### config.mk
export PLATFORM = sky130hd
export DESIGN_NAME = aosr_resolver
export DESIGN_NICKNAME = d
export VERILOG_FILES = /design/src/verilog/aosr_pkg.sv /design/src/verilog/aosr_modifier.sv /design/src/verilog/aosr_resolver.sv
export SDC_FILE = /design/constraint.sdc
export NUM_CORES = 1
export LEC_CHECK = 0
export BUFFER_PORTS_ARGS = -buffer_cell sky130_fd_sc_hd__buf_2
export CAP_MARGIN = 10
export CORE_ASPECT_RATIO = 1.25
export CORE_UTILIZATION = 30
export CTS_BUF_LIST = sky130_fd_sc_hd__clkbuf_8
export CTS_CLUSTER_DIAMETER = 80
export DETAILED_ROUTE_END_ITERATION = 6
export PLACE_DENSITY = 0.52
export SYNTH_ARGS = -nofsm -noshare
export SYNTH_HDL_FRONTEND = slang
export SYNTH_SLANG_ARGS = --single-unit
export TNS_END_PERCENT = 5
### constraint.sdc
create_clock -name pclk -period 5.4 [get_ports pclk]
set_input_delay 1.08 -clock pclk [delete_from_list [all_inputs] [get_ports pclk]]
set_output_delay 1.08 -clock pclk [all_outputs]
set_load 0.01 [all_outputs]
### src/verilog/aosr_pkg.sv
// Package: constants and carriers for the ALU operand source resolver
//==========================================================
package aosr_pkg;
   //==========================================================
   // Source select map
   localparam logic [8:0] SEL_KC0_LO  = 9'h080;
   localparam logic [8:0] SEL_KC0_HI  = 9'h09F;
   localparam logic [8:0] SEL_KC1_LO  = 9'h0A0;
   localparam logic [8:0] SEL_KC1_HI  = 9'h0BF;
   localparam logic [8:0] SEL_ZERO    = 9'h0F8;
   localparam logic [8:0] SEL_ONE_F   = 9'h0F9;
   localparam logic [8:0] SEL_ONE_I   = 9'h0FA;
   localparam logic [8:0] SEL_MONE_I  = 9'h0FB;
   localparam logic [8:0] SEL_HALF_F  = 9'h0FC;
   localparam logic [8:0] SEL_LITERAL = 9'h0FD;
   localparam logic [8:0] SEL_PREV_V  = 9'h0FE;
   localparam logic [8:0] SEL_PREV_S  = 9'h0FF;
   //==========================================================
   // Constant values
   localparam logic [31:0] NAN_VALUE  = 32'h7FFFFFFF;
   localparam logic [31:0] VAL_ZERO   = 32'h00000000;
   localparam logic [31:0] VAL_ONE_F  = 32'h3F800000;
   localparam logic [31:0] VAL_HALF_F = 32'h3F000000;
   localparam logic [31:0] VAL_ONE_I  = 32'h00000001;
   localparam logic [31:0] VAL_MONE_I = 32'hFFFFFFFF;
   //==========================================================
   // Kinds, index modes, lock modes, limits
   localparam logic [2:0] K_GPR = 3'h0;
   localparam logic [2:0] K_KC  = 3'h1;
   localparam logic [2:0] K_CF  = 3'h2;
   localparam logic [2:0] K_PV  = 3'h3;
   localparam logic [2:0] K_PS  = 3'h4;
   localparam logic [2:0] K_LIT = 3'h5;
   localparam logic [2:0] K_INL = 3'h6;
   localparam logic [2:0] K_NONE = 3'h7;
   localparam logic [2:0] IDX_LOOP = 3'h4;
   localparam logic [1:0] LOCK_NONE = 2'h0;
   localparam logic [1:0] LOCK_ONE  = 2'h1;
   localparam logic [1:0] LOCK_TWO  = 2'h2;
   localparam logic signed [10:0] CF_LAST  = 11'sh0FF;
   localparam logic signed [10:0] KC1_LAST = 11'sh00F;
   localparam logic signed [10:0] KC2_LAST = 11'sh01F;
   localparam logic [1:0] AR_DELAY = 2'h2;
   localparam logic [5:0] LANE_LAST = 6'h3F;
   //==========================================================
   // APB map and reset values
   localparam logic [11:0] REG_CONFIG = 12'h000;
   localparam logic [11:0] REG_STATUS = 12'h004;
   localparam logic [11:0] REG_STALLS = 12'h008;
   localparam logic [11:0] REG_OOB    = 12'h00C;
   localparam logic [6:0]  GPR_COUNT_RST = 7'h40;
   //==========================================================
   // Carriers
   typedef struct packed {
      logic [8:0] sel;
      logic       rel;
      logic [1:0] elem;
      logic       neg;
      logic       abs;
      logic [2:0] index_mode;
      logic       three_src;
      logic       two_src_enc;
      logic [1:0] src_num;
      logic       is_dest;
      logic       mem_read;
      logic       last;
      logic       per_lane;
   } aosr_op_t;
   typedef struct packed {
      logic [8:0] x;
      logic [8:0] y;
      logic [8:0] z;
      logic [8:0] w;
   } aosr_ar_t;
   typedef struct packed {
      logic [1:0] lock_mode;
      logic       alt;
      logic       paired_kind;
      logic [3:0] buf0;
      logic [3:0] buf1;
      logic [7:0] line0;
      logic [7:0] line1;
      logic       loop_rel0;
      logic       loop_rel1;
   } aosr_clause_t;
   typedef struct packed {
      logic [2:0]  kind;
      logic [8:0]  addr;
      logic [1:0]  elem;
      logic        rd;
      logic        wr;
      logic        use_const;
      logic [31:0] const_val;
      logic        oob;
      logic [3:0]  kc_buffer;
      logic [7:0]  kc_line;
      logic        alt_bank;
      logic [5:0]  lane;
      logic        lit_two;
      logic        neg;
      logic        abs;
   } aosr_res_t;
endpackage

### src/verilog/aosr_modifier.sv
// Input modifier stage: absolute value then negate on returned operand
`timescale 1ns/10ps
module aosr_modifier (
   // Clock and reset
   input  wire logic        pclk,
   input  wire logic        presetn,
   // Raw operand in
   input  wire logic        in_valid,
   input  wire logic [31:0] in_data,
   input  wire logic        in_neg,
   input  wire logic        in_abs,
   input  wire logic        in_raw,
   // Modified operand out
   output logic             out_valid,
   output logic [31:0]      out_data
);
   logic [31:0] mag;
   logic [31:0] next_data;

   // Absolute first, then negate; substituted NaN passes untouched
   always_comb begin
      mag       = in_abs ? {1'b0, in_data[30:0]} : in_data;
      next_data = in_neg ? {~mag[31], mag[30:0]} : mag;
      if (in_raw) begin
         next_data = in_data;
      end
   end

   // Output register
   always_ff @(posedge pclk or negedge presetn) begin
      if (!presetn) begin
         out_valid <= 1'b0;
         out_data  <= 32'h00000000;
      end else begin
         out_valid <= in_valid;
         if (in_valid) begin
            out_data <= next_data;
         end
      end
   end
endmodule

### src/verilog/aosr_resolver.sv
// Operand source resolver: decode, relative index, bounds, fetch issue
//
// Local design decisions: the register offsets and the APB interface to the registers.
`timescale 1ns/10ps
module aosr_resolver (
   // Clock and reset
   input  wire logic                  pclk,
   input  wire logic                  presetn,
   // APB slave
   input  wire logic                  psel,
   input  wire logic                  penable,
   input  wire logic                  pwrite,
   input  wire logic [11:0]           paddr,
   input  wire logic [31:0]           pwdata,
   output logic [31:0]                prdata,
   output logic                       pready,
   output logic                       pslverr,
   // Clause control from the sequencer
   input  wire logic                  clause_start,
   input  wire logic                  clause_end,
   input  wire aosr_pkg::aosr_clause_t clause_cfg,
   // Index sources
   input  wire logic                  ar_load,
   input  wire aosr_pkg::aosr_ar_t    ar_value,
   input  wire logic [8:0]            loop_index,
   input  wire logic [8:0]            lane_index,
   output logic [5:0]                 lane_sel,
   // Operand request
   input  wire logic                  op_valid,
   input  wire aosr_pkg::aosr_op_t    op,
   output logic                       op_ready,
   // Storage request and return
   output logic                       res_valid,
   output aosr_pkg::aosr_res_t        res,
   input  wire logic                  ret_valid,
   input  wire logic [31:0]           ret_data,
   // Resolved operand
   output logic                       operand_valid,
   output logic [31:0]                operand_data
);
   import aosr_pkg::*;

   typedef enum logic [1:0] {
      S_IDLE  = 2'b01,
      S_WFALL = 2'b10
   } aosr_state_t;

   aosr_state_t  state;
   aosr_state_t  next_state;
   aosr_clause_t clause;
   aosr_ar_t     ar;
   logic         ar_valid;
   logic [1:0]   ar_age;
   logic         clause_active;
   logic [6:0]   gpr_count;
   logic [15:0]  stall_count;
   logic [15:0]  oob_count;
   aosr_op_t     wf_op;
   logic [5:0]   lane;
   logic         uses_ar;
   logic         ar_stall;
   logic         accept;
   logic         start_wf;
   logic         issue;
   aosr_res_t    next_res;
   aosr_op_t     cur_op;
   logic [8:0]   lane_idx;
   logic         pend;
   logic         pend_const;
   logic         pend_raw;
   logic [31:0]  pend_val;
   logic         pend_neg;
   logic         pend_abs;
   logic         mod_valid;
   logic         apb_wr;
   logic         apb_rd;

   // Signed sum of a 9-bit base and a 9-bit signed index
   function automatic logic signed [10:0] idx_sum(input logic [8:0] base,
                                                  input logic [8:0] idx);
      idx_sum = $signed({2'b00, base}) + $signed({{2{idx[8]}}, idx});
   endfunction

   // Whether an operand draws its index from the address register
   function automatic logic needs_ar(input aosr_op_t o);
      needs_ar = o.rel && (o.index_mode != IDX_LOOP) &&
                 (o.sel[8] || (o.sel < SEL_KC0_LO));
   endfunction

   // Full decode of one operand; bounds are judged on the sum and, for registers, on the base,
   // before any storage read leaves the block
   function automatic aosr_res_t resolve(input aosr_op_t o,
                                         input aosr_ar_t a,
                                         input logic [8:0] lp,
                                         input logic [8:0] lidx,
                                         input logic [6:0] n,
                                         input aosr_clause_t c);
      aosr_res_t       r;
      logic [8:0]      idx;
      logic signed [10:0] s;
      logic [8:0]      off;
      logic            bank1;
      r = '0;
      r.elem = o.elem;
      r.neg  = o.neg;
      r.abs  = o.abs && !o.three_src;
      r.rd   = !o.is_dest;
      r.wr   = o.is_dest;
      idx = 9'h000;
      s   = 11'sh000;
      off = 9'h000;
      bank1 = 1'b0;
      if (o.two_src_enc && (o.src_num == 2'h2) && !o.is_dest) begin
         r.kind      = K_NONE;
         r.rd        = 1'b0;
         r.use_const = 1'b1;
         r.const_val = VAL_ZERO;
         r.neg       = 1'b0;
         r.abs       = 1'b0;
      end else if (o.sel[8]) begin
         // Constant file, 256 entries of four elements
         r.kind = K_CF;
         case (o.index_mode)
            3'h0: idx = a.x;
            3'h1: idx = a.y;
            3'h2: idx = a.z;
            3'h3: idx = a.w;
            default: idx = lp;
         endcase
         if (o.per_lane && o.index_mode != IDX_LOOP) begin
            idx = lidx;
         end
         s = o.rel ? idx_sum({1'b0, o.sel[7:0]}, idx)
                   : $signed({3'b000, o.sel[7:0]});
         r.addr = {1'b0, s[7:0]};
         r.alt_bank = c.alt && c.paired_kind;
         if (s < 0 || s > CF_LAST) begin
            r.oob       = 1'b1;
            r.rd        = 1'b0;
            r.use_const = 1'b1;
            r.const_val = NAN_VALUE;
         end
      end else if (o.sel < SEL_KC0_LO) begin
         r.kind = K_GPR;
         idx = (o.index_mode == IDX_LOOP) ? lp : a.x;
         s = o.rel ? idx_sum({2'b00, o.sel[6:0]}, idx)
                   : $signed({4'b0000, o.sel[6:0]});
         r.addr = {2'b00, s[6:0]};
         // Temp range bases are never indexed, so only in-range bases
         // are checked here
         if (o.rel && (o.sel[6:0] < n) &&
             (s < 0 || s >= $signed({4'b0000, n}))) begin
            r.oob  = 1'b1;
            r.addr = 9'h000;
            r.wr   = o.is_dest && o.mem_read;
         end
      end else if (o.sel <= SEL_KC1_HI) begin
         r.kind = K_KC;
         bank1 = (o.sel >= SEL_KC1_LO);
         off = bank1 ? (o.sel - SEL_KC1_LO) : (o.sel - SEL_KC0_LO);
         s = o.rel ? idx_sum(off, lp) : $signed({2'b00, off});
         r.addr = {5'h00, s[3:0]};
         r.kc_buffer = bank1 ? c.buf1 : c.buf0;
         r.kc_line = (bank1 ? c.line1 : c.line0) +
                     ((bank1 ? c.loop_rel1 : c.loop_rel0) ? lp[7:0] : 8'h00) +
                     {7'h00, s[4]};
         r.alt_bank = c.alt && c.paired_kind;
         if (o.rel && ((c.lock_mode == LOCK_ONE &&
                        (s < 0 || s > KC1_LAST)) ||
                       (c.lock_mode == LOCK_TWO &&
                        (s < 0 || s > KC2_LAST)))) begin
            r.oob       = 1'b1;
            r.rd        = 1'b0;
            r.use_const = 1'b1;
            r.const_val = NAN_VALUE;
         end
      end else if (o.sel == SEL_PREV_S) begin
         r.kind = K_PS;
         r.elem = 2'h0;
      end else if (o.sel == SEL_PREV_V) begin
         r.kind = K_PV;
      end else if (o.sel == SEL_LITERAL) begin
         r.kind    = K_LIT;
         r.addr    = {7'h00, o.elem};
         r.lit_two = o.elem[1];
      end else begin
         r.kind      = K_INL;
         r.rd        = 1'b0;
         r.use_const = 1'b1;
         case (o.sel)
            SEL_ONE_F:  r.const_val = VAL_ONE_F;
            SEL_ONE_I:  r.const_val = VAL_ONE_I;
            SEL_MONE_I: r.const_val = VAL_MONE_I;
            SEL_HALF_F: r.const_val = VAL_HALF_F;
            default:    r.const_val = VAL_ZERO;
         endcase
      end
      resolve = r;
   endfunction

   //==========================================================
   // Issue control
   assign uses_ar  = needs_ar(op);
   assign ar_stall = uses_ar && (ar_age < AR_DELAY);
   assign op_ready = (state == S_IDLE) && !ar_stall;
   assign accept   = op_valid && op_ready;
   assign start_wf = accept && op.per_lane && op.sel[8] && uses_ar;
   assign issue    = (accept && !start_wf) || (state == S_WFALL);
   assign cur_op   = (state == S_WFALL) ? wf_op : op;
   assign lane_sel = lane;
   assign lane_idx = lane_index;

   // Decode of the operand presented this cycle
   always_comb begin
      next_res      = resolve(cur_op, ar, loop_index, lane_idx, gpr_count, clause);
      next_res.lane = (state == S_WFALL) ? lane : 6'h00;
   end

   // Waterfall state: one constant-file read per lane
   always_comb begin
      next_state = state;
      case (state)
         S_IDLE: begin
            if (start_wf) begin
               next_state = S_WFALL;
            end
         end
         S_WFALL: begin
            if (lane == LANE_LAST) begin
               next_state = S_IDLE;
            end
         end
         default: next_state = S_IDLE;
      endcase
   end

   always_ff @(posedge pclk or negedge presetn) begin
      if (!presetn) begin
         state <= S_IDLE;
      end else begin
         state <= next_state;
      end
   end

   // Lane counter and the held operand for the waterfall
   always_ff @(posedge pclk or negedge presetn) begin
      if (!presetn) begin
         lane  <= 6'h00;
         wf_op <= '0;
      end else begin
         if (start_wf) begin
            wf_op <= op;
         end
         if (state == S_WFALL) begin
            lane <= lane + 6'h01;
         end else begin
            lane <= 6'h00;
         end
      end
   end

   //==========================================================
   // Clause state: lock mode, groups, address register
   always_ff @(posedge pclk or negedge presetn) begin
      if (!presetn) begin
         clause        <= '0;
         clause_active <= 1'b0;
      end else if (clause_start) begin
         clause        <= clause_cfg;
         clause_active <= 1'b1;
      end else if (clause_end) begin
         clause_active <= 1'b0;
      end
   end

   // Stall cycles count as elapsed instruction slots, so the gap
   // is met whether the program leaves it or not
   always_ff @(posedge pclk or negedge presetn) begin
      if (!presetn) begin
         ar       <= '0;
         ar_valid <= 1'b0;
         ar_age   <= 2'h0;
      end else if (clause_end || clause_start) begin
         ar       <= '0;
         ar_valid <= 1'b0;
         ar_age   <= 2'h0;
      end else if (ar_load) begin
         ar       <= ar_value;
         ar_valid <= 1'b1;
         ar_age   <= 2'h0;
      end else if (ar_age < AR_DELAY &&
                   ((accept && op.last) || (op_valid && ar_stall))) begin
         ar_age <= ar_age + 2'h1;
      end
   end

   //==========================================================
   // Storage request register
   always_ff @(posedge pclk or negedge presetn) begin
      if (!presetn) begin
         res_valid <= 1'b0;
         res       <= '0;
      end else begin
         res_valid <= issue;
         if (issue) begin
            res <= next_res;
         end
      end
   end

   // Operand return alignment: storage answers two cycles after issue, the cycle after res_valid
   always_ff @(posedge pclk or negedge presetn) begin
      if (!presetn) begin
         pend       <= 1'b0;
         pend_const <= 1'b0;
         pend_raw   <= 1'b0;
         pend_val   <= 32'h00000000;
         pend_neg   <= 1'b0;
         pend_abs   <= 1'b0;
      end else begin
         pend       <= res_valid && !res.wr;
         pend_const <= res.use_const;
         pend_raw   <= res.oob && res.use_const;
         pend_val   <= res.const_val;
         pend_neg   <= res.neg;
         pend_abs   <= res.abs;
      end
   end

   assign mod_valid = pend && (pend_const || ret_valid);

   aosr_modifier u_modifier (
      .pclk      (pclk),
      .presetn   (presetn),
      .in_valid  (mod_valid),
      .in_data   (pend_const ? pend_val : ret_data),
      .in_neg    (pend_neg),
      .in_abs    (pend_abs),
      .in_raw    (pend_raw),
      .out_valid (operand_valid),
      .out_data  (operand_data)
   );

   //==========================================================
   // APB slave: zero wait states, error on unmapped offsets
   assign apb_wr  = psel && penable && pwrite;
   assign apb_rd  = psel && !pwrite;
   assign pready  = 1'b1;
   assign pslverr = psel && penable &&
                    !(paddr == REG_CONFIG || paddr == REG_STATUS ||
                      paddr == REG_STALLS || paddr == REG_OOB);

   // Declared register count steers the register bounds check
   always_ff @(posedge pclk or negedge presetn) begin
      if (!presetn) begin
         gpr_count <= GPR_COUNT_RST;
      end else if (apb_wr && paddr == REG_CONFIG) begin
         gpr_count <= pwdata[6:0];
      end
   end

   // Event counters; a software write of any value clears them unless an event counts in the same cycle
   always_ff @(posedge pclk or negedge presetn) begin
      if (!presetn) begin
         stall_count <= 16'h0000;
         oob_count   <= 16'h0000;
      end else begin
         if (op_valid && ar_stall && state == S_IDLE) begin
            stall_count <= stall_count + 16'h0001;
         end else if (apb_wr && paddr == REG_STALLS) begin
            stall_count <= 16'h0000;
         end
         if (issue && next_res.oob) begin
            oob_count <= oob_count + 16'h0001;
         end else if (apb_wr && paddr == REG_OOB) begin
            oob_count <= 16'h0000;
         end
      end
   end

   // Read data, held in a register for the access phase
   always_ff @(posedge pclk or negedge presetn) begin
      if (!presetn) begin
         prdata <= 32'h00000000;
      end else if (apb_rd && !penable) begin
         case (paddr)
            REG_CONFIG: prdata <= {25'h0000000, gpr_count};
            REG_STATUS: prdata <= {24'h000000, state == S_WFALL,
                                   clause.alt, clause.lock_mode,
                                   clause_active, ar_age, ar_valid};
            REG_STALLS: prdata <= {16'h0000, stall_count};
            REG_OOB:    prdata <= {16'h0000, oob_count};
            default:    prdata <= 32'h00000000;
         endcase
      end
   end
endmodule

==> results.py <==
metrics = {
    "flow_run": {
        "cap_violations": 0,
    },
    "clock_network": {
        "clk_pin_slew_ns": 0.06,
        "clock_latency_ns": 0.61,
        "clockBufferDepth": 3,
        "cts.sinks": 245,
        "htree_levels": 2,
        "cts_tree": "built",
        "cts_hold_buf": 0,
        "root_buffer": "clkbuf_8",
        "cts_made_buffers": 45,
        "cts_setup_buffers": 0,
    },
    "routing": {
        "drc_errors": 0,
        "wl_mm": 44.32,
        "firstDrtPassIters": 7,
        "post_drt_via_cell_ratio": 5.050,
        "dr.first_iter.drc_count": 469,
        "final_antenna_net_count": 0,
        "wire_per_inst_um": 18.84,
        "vias": 11880,
    },
    "yosys": {
        "ys.flop_type": "dfrtp_1",
        "postSynthCellCount": 1418,
        "yosysTopAreaCellShare_pct": 44.02,
        "ys_warn_count": 0,
        "synth.avg_cell_area_sq_um": 9.741,
        "ys_types": 82,
        "yosys.area.top_type": "dfrtp_1",
        "synthArstFlopShare_pct": 100.0,
        "yosysSeqAreaShare_pct": 44.40,
        "syn-cell-area_sq_mm": 0.01381,
        "synth_edf_count": 0,
        "synthTopCellsByArea": "dfrtp_1 44%, mux2_2 6.0%, o21ai_0 5.1%",
        "synth_seq_cells": 245,
    },
    "worst_setup_path": {
        "crit_path_end_kind": "flop",
        "worstSetupPathType": "flop to flop",
        "cp-start-kind": "flop",
        "r2r_start": "state[1]",
        "reg2reg_slack_ns": 0.22,
        "crit_path_start": "state[1]",
        "crit_fanout": 18,
        "arrival_ns": 5.65,
        "worstPathRequired_ns": 5.88,
    },
    "place": {
        "dp_hpwl_mm": 33.64,
        "io_buffers": 298,
        "gp_congestion": 0.8821,
    },
    "final_layout": {
        "nets": 1990,
        "final_common_cell": "buf_2",
        "multi_input_area_sq_mm": 0.007093,
        "area_growth_pct": 23.91,
        "drive_above_1_share_pct": 31.53,
        "n_fill_cell": 4690,
        "register_area_sq_mm": 0.006133,
        "final_cell_mix": "297 x buf_2, 243 x dfrtp_1, 184 x nand2_1",
    },
    "hold_path": {
        "min_from": "res[0]",
        "hp-class": "flop to flop",
    },
    "global_routing": {
        "grt_max_degree": 107,
        "track_usage_pct": 18.83,
        "grt_pass1_vias": 11920,
        "grt_pass1_wl_mm": 68.72,
        "grt_overflow": 0,
        "antenna_found_initial": 2,
    },
    "power_and_ir_drop": {
        "cellLeakagePower_nw": 8.441,
        "ir_drop_mv": 0.1463,
        "finalPower_mw": 4.151,
        "power_per_cell_area_mw_per_mm2": 242.5,
    },
    "floorplan": {
        "io_pins": 342,
        "core_sq_mm": 0.04528,
        "start_util_pct": 30.50,
        "die-area_sq_mm": 0.04691,
        "fp.dieW_um": 193.9,
        "die_h_um": 241.9,
        "num_rows": 87,
    },
    "sta": {
        "tns_ns": 0,
        "finalMaxSlewViolations": 0,
        "final_hold_viol_count": 0,
        "timing.fmax_mhz": 193.2,
        "finalCritPeriodShare_pct": 95.84,
        "layout_min_cycle_time_ns": 5.176,
        "fin_skew_ns": 0.02059,
        "setup_viol": 0,
        "worst_slew_pin_slew_ns": 1.128,
        "maxSlewHeadroom_pct": 24.82,
        "rsz0062_at_grt": "no",
    },
    "status": {
        "outcome": "completed",
    },
}
==> cell families (layout without fill, tap and decap cells) <==
family / count (synthesis) / in the layout / synth area share, %
simple gates: 425 / 426 / 14.32
compound gates: 404 / 404 / 19.61
flops: 245 / 245 / 44.40
buf+inv: 150 / 488 / 5.598
mux: 110 / 110 / 9.040
fa+ha+maj: 56 / 56 / 5.326
xor+xnor: 26 / 26 / 1.648
other cells: 2 / 20 / 0.05437
==> registers in the layout, summed over array words and instances (netlist names), 5 cells and up <==
| name | count |
|---|---|
| oob_count | 16 |
| res | 44 |
| u_modifier.out_data | 32 |
| ar | 36 |
| prdata | 16 |
| wf_op | 24 |
| gpr_count | 7 |
| clause | 30 |
| pend_val | 5 |
| lane_sel | 6 |
| stall_count | 16 |
==> through the flow <==
stage,cells,setup WS (ns),cell area [sq um],util [%],hold WS [ns]
after floorplan,1434,0.03203,13950,-,0.4344
after global placement,2270,-0.3291,16150,35.65,0.4167
after detailed placement,2270,-0.3247,16150,35.65,0.4184
after CTS,2350,0.1499,17070,37.69,0.4325
after global routing,2353,0.004538,17120,37.80,0.4384
final,2353,0.2245,17120,37.80,0.4229
==> final cells by class <==
class / count / share of cell area (%)
Multi-Input combinational cell: 1040 / 41.44
Sequential cell: 245 / 35.83
Timing Repair Buffer: 370 / 12.24
Clock buffer: 58 / 4.664
Tap cell: 578 / 4.225
Inverter: 38 / 0.8333
Clock inverter: 22 / 0.7310
Antenna cell: 2 / 0.02924
==> routing by layer <==
| layer | GRT usage [%] | vias up | wire length (um) |
|---|---|---|---|
| met5 | 0 | - | 0 |
| met4 | 7.260 | 0 | 1399 |
| met3 | 3.634 | 74 | 2268 |
| met2 | 34.18 | 354 | 22780 |
| met1 | 21.70 | 5724 | 17870 |
| li1 | - | 5731 | - |
==> synth_stat cells (all sizes together), types with 18 or more instances <==
master	number
nand2	184
a21oi	69
o21ai	143
mux2	77
a22oi	18
nor3	23
mux2i	31
inv	36
nand3	40
a22o	41
buf	61
dfrtp	243
ha	50
nor2	77
clkbuf	51
==> path summary, 6_finish.rpt <==
kind | to | cells after the start
worst max-delay path | oob_count[14] | 18
worst min-delay path | pend_abs | 0
worst max register to register | oob_count[14] | 18
worst min register to register | pend_abs | 0
max in group asynchronous | u_modifier.out_data[27] | 2
min in group asynchronous | ar[17] | 1
==> power breakdown <==
| part | switching, mW | internal, mW |
|---|---|---|
| clock network | 0.832 | 1.01 |
| logic | 0.201 | 0.165 |
| registers | 0.0443 | 1.90 |
| total | 1.08 | 3.07 |
==> timing repair <==
action,4_1_cts,5_1_grt
setup endpoints to repair,0,17
hold endpoints to repair,0,0
resized for setup,0,9
==> worst max-delay path, cell delays in order, from the launching register on <==
cell	delay, ns
dfrtp_1	0.46
nor2b_4	0.26
buf_6	0.23
mux2_4	0.34
inv_2	0.08
ha_4	0.14
nand2_1	0.06
or2_1	0.24
o311ai_4	0.28
mux2_4	0.37
ha_4	0.24
and2_1	0.19
a211o_1	0.30
or4b_4	0.49
a2111oi_4	0.31
a21oi_2	0.15
a211oi_4	0.35
nor2_2	0.18
a221o_1	0.35
Note: power is estimated with default switching activity, not from simulation.
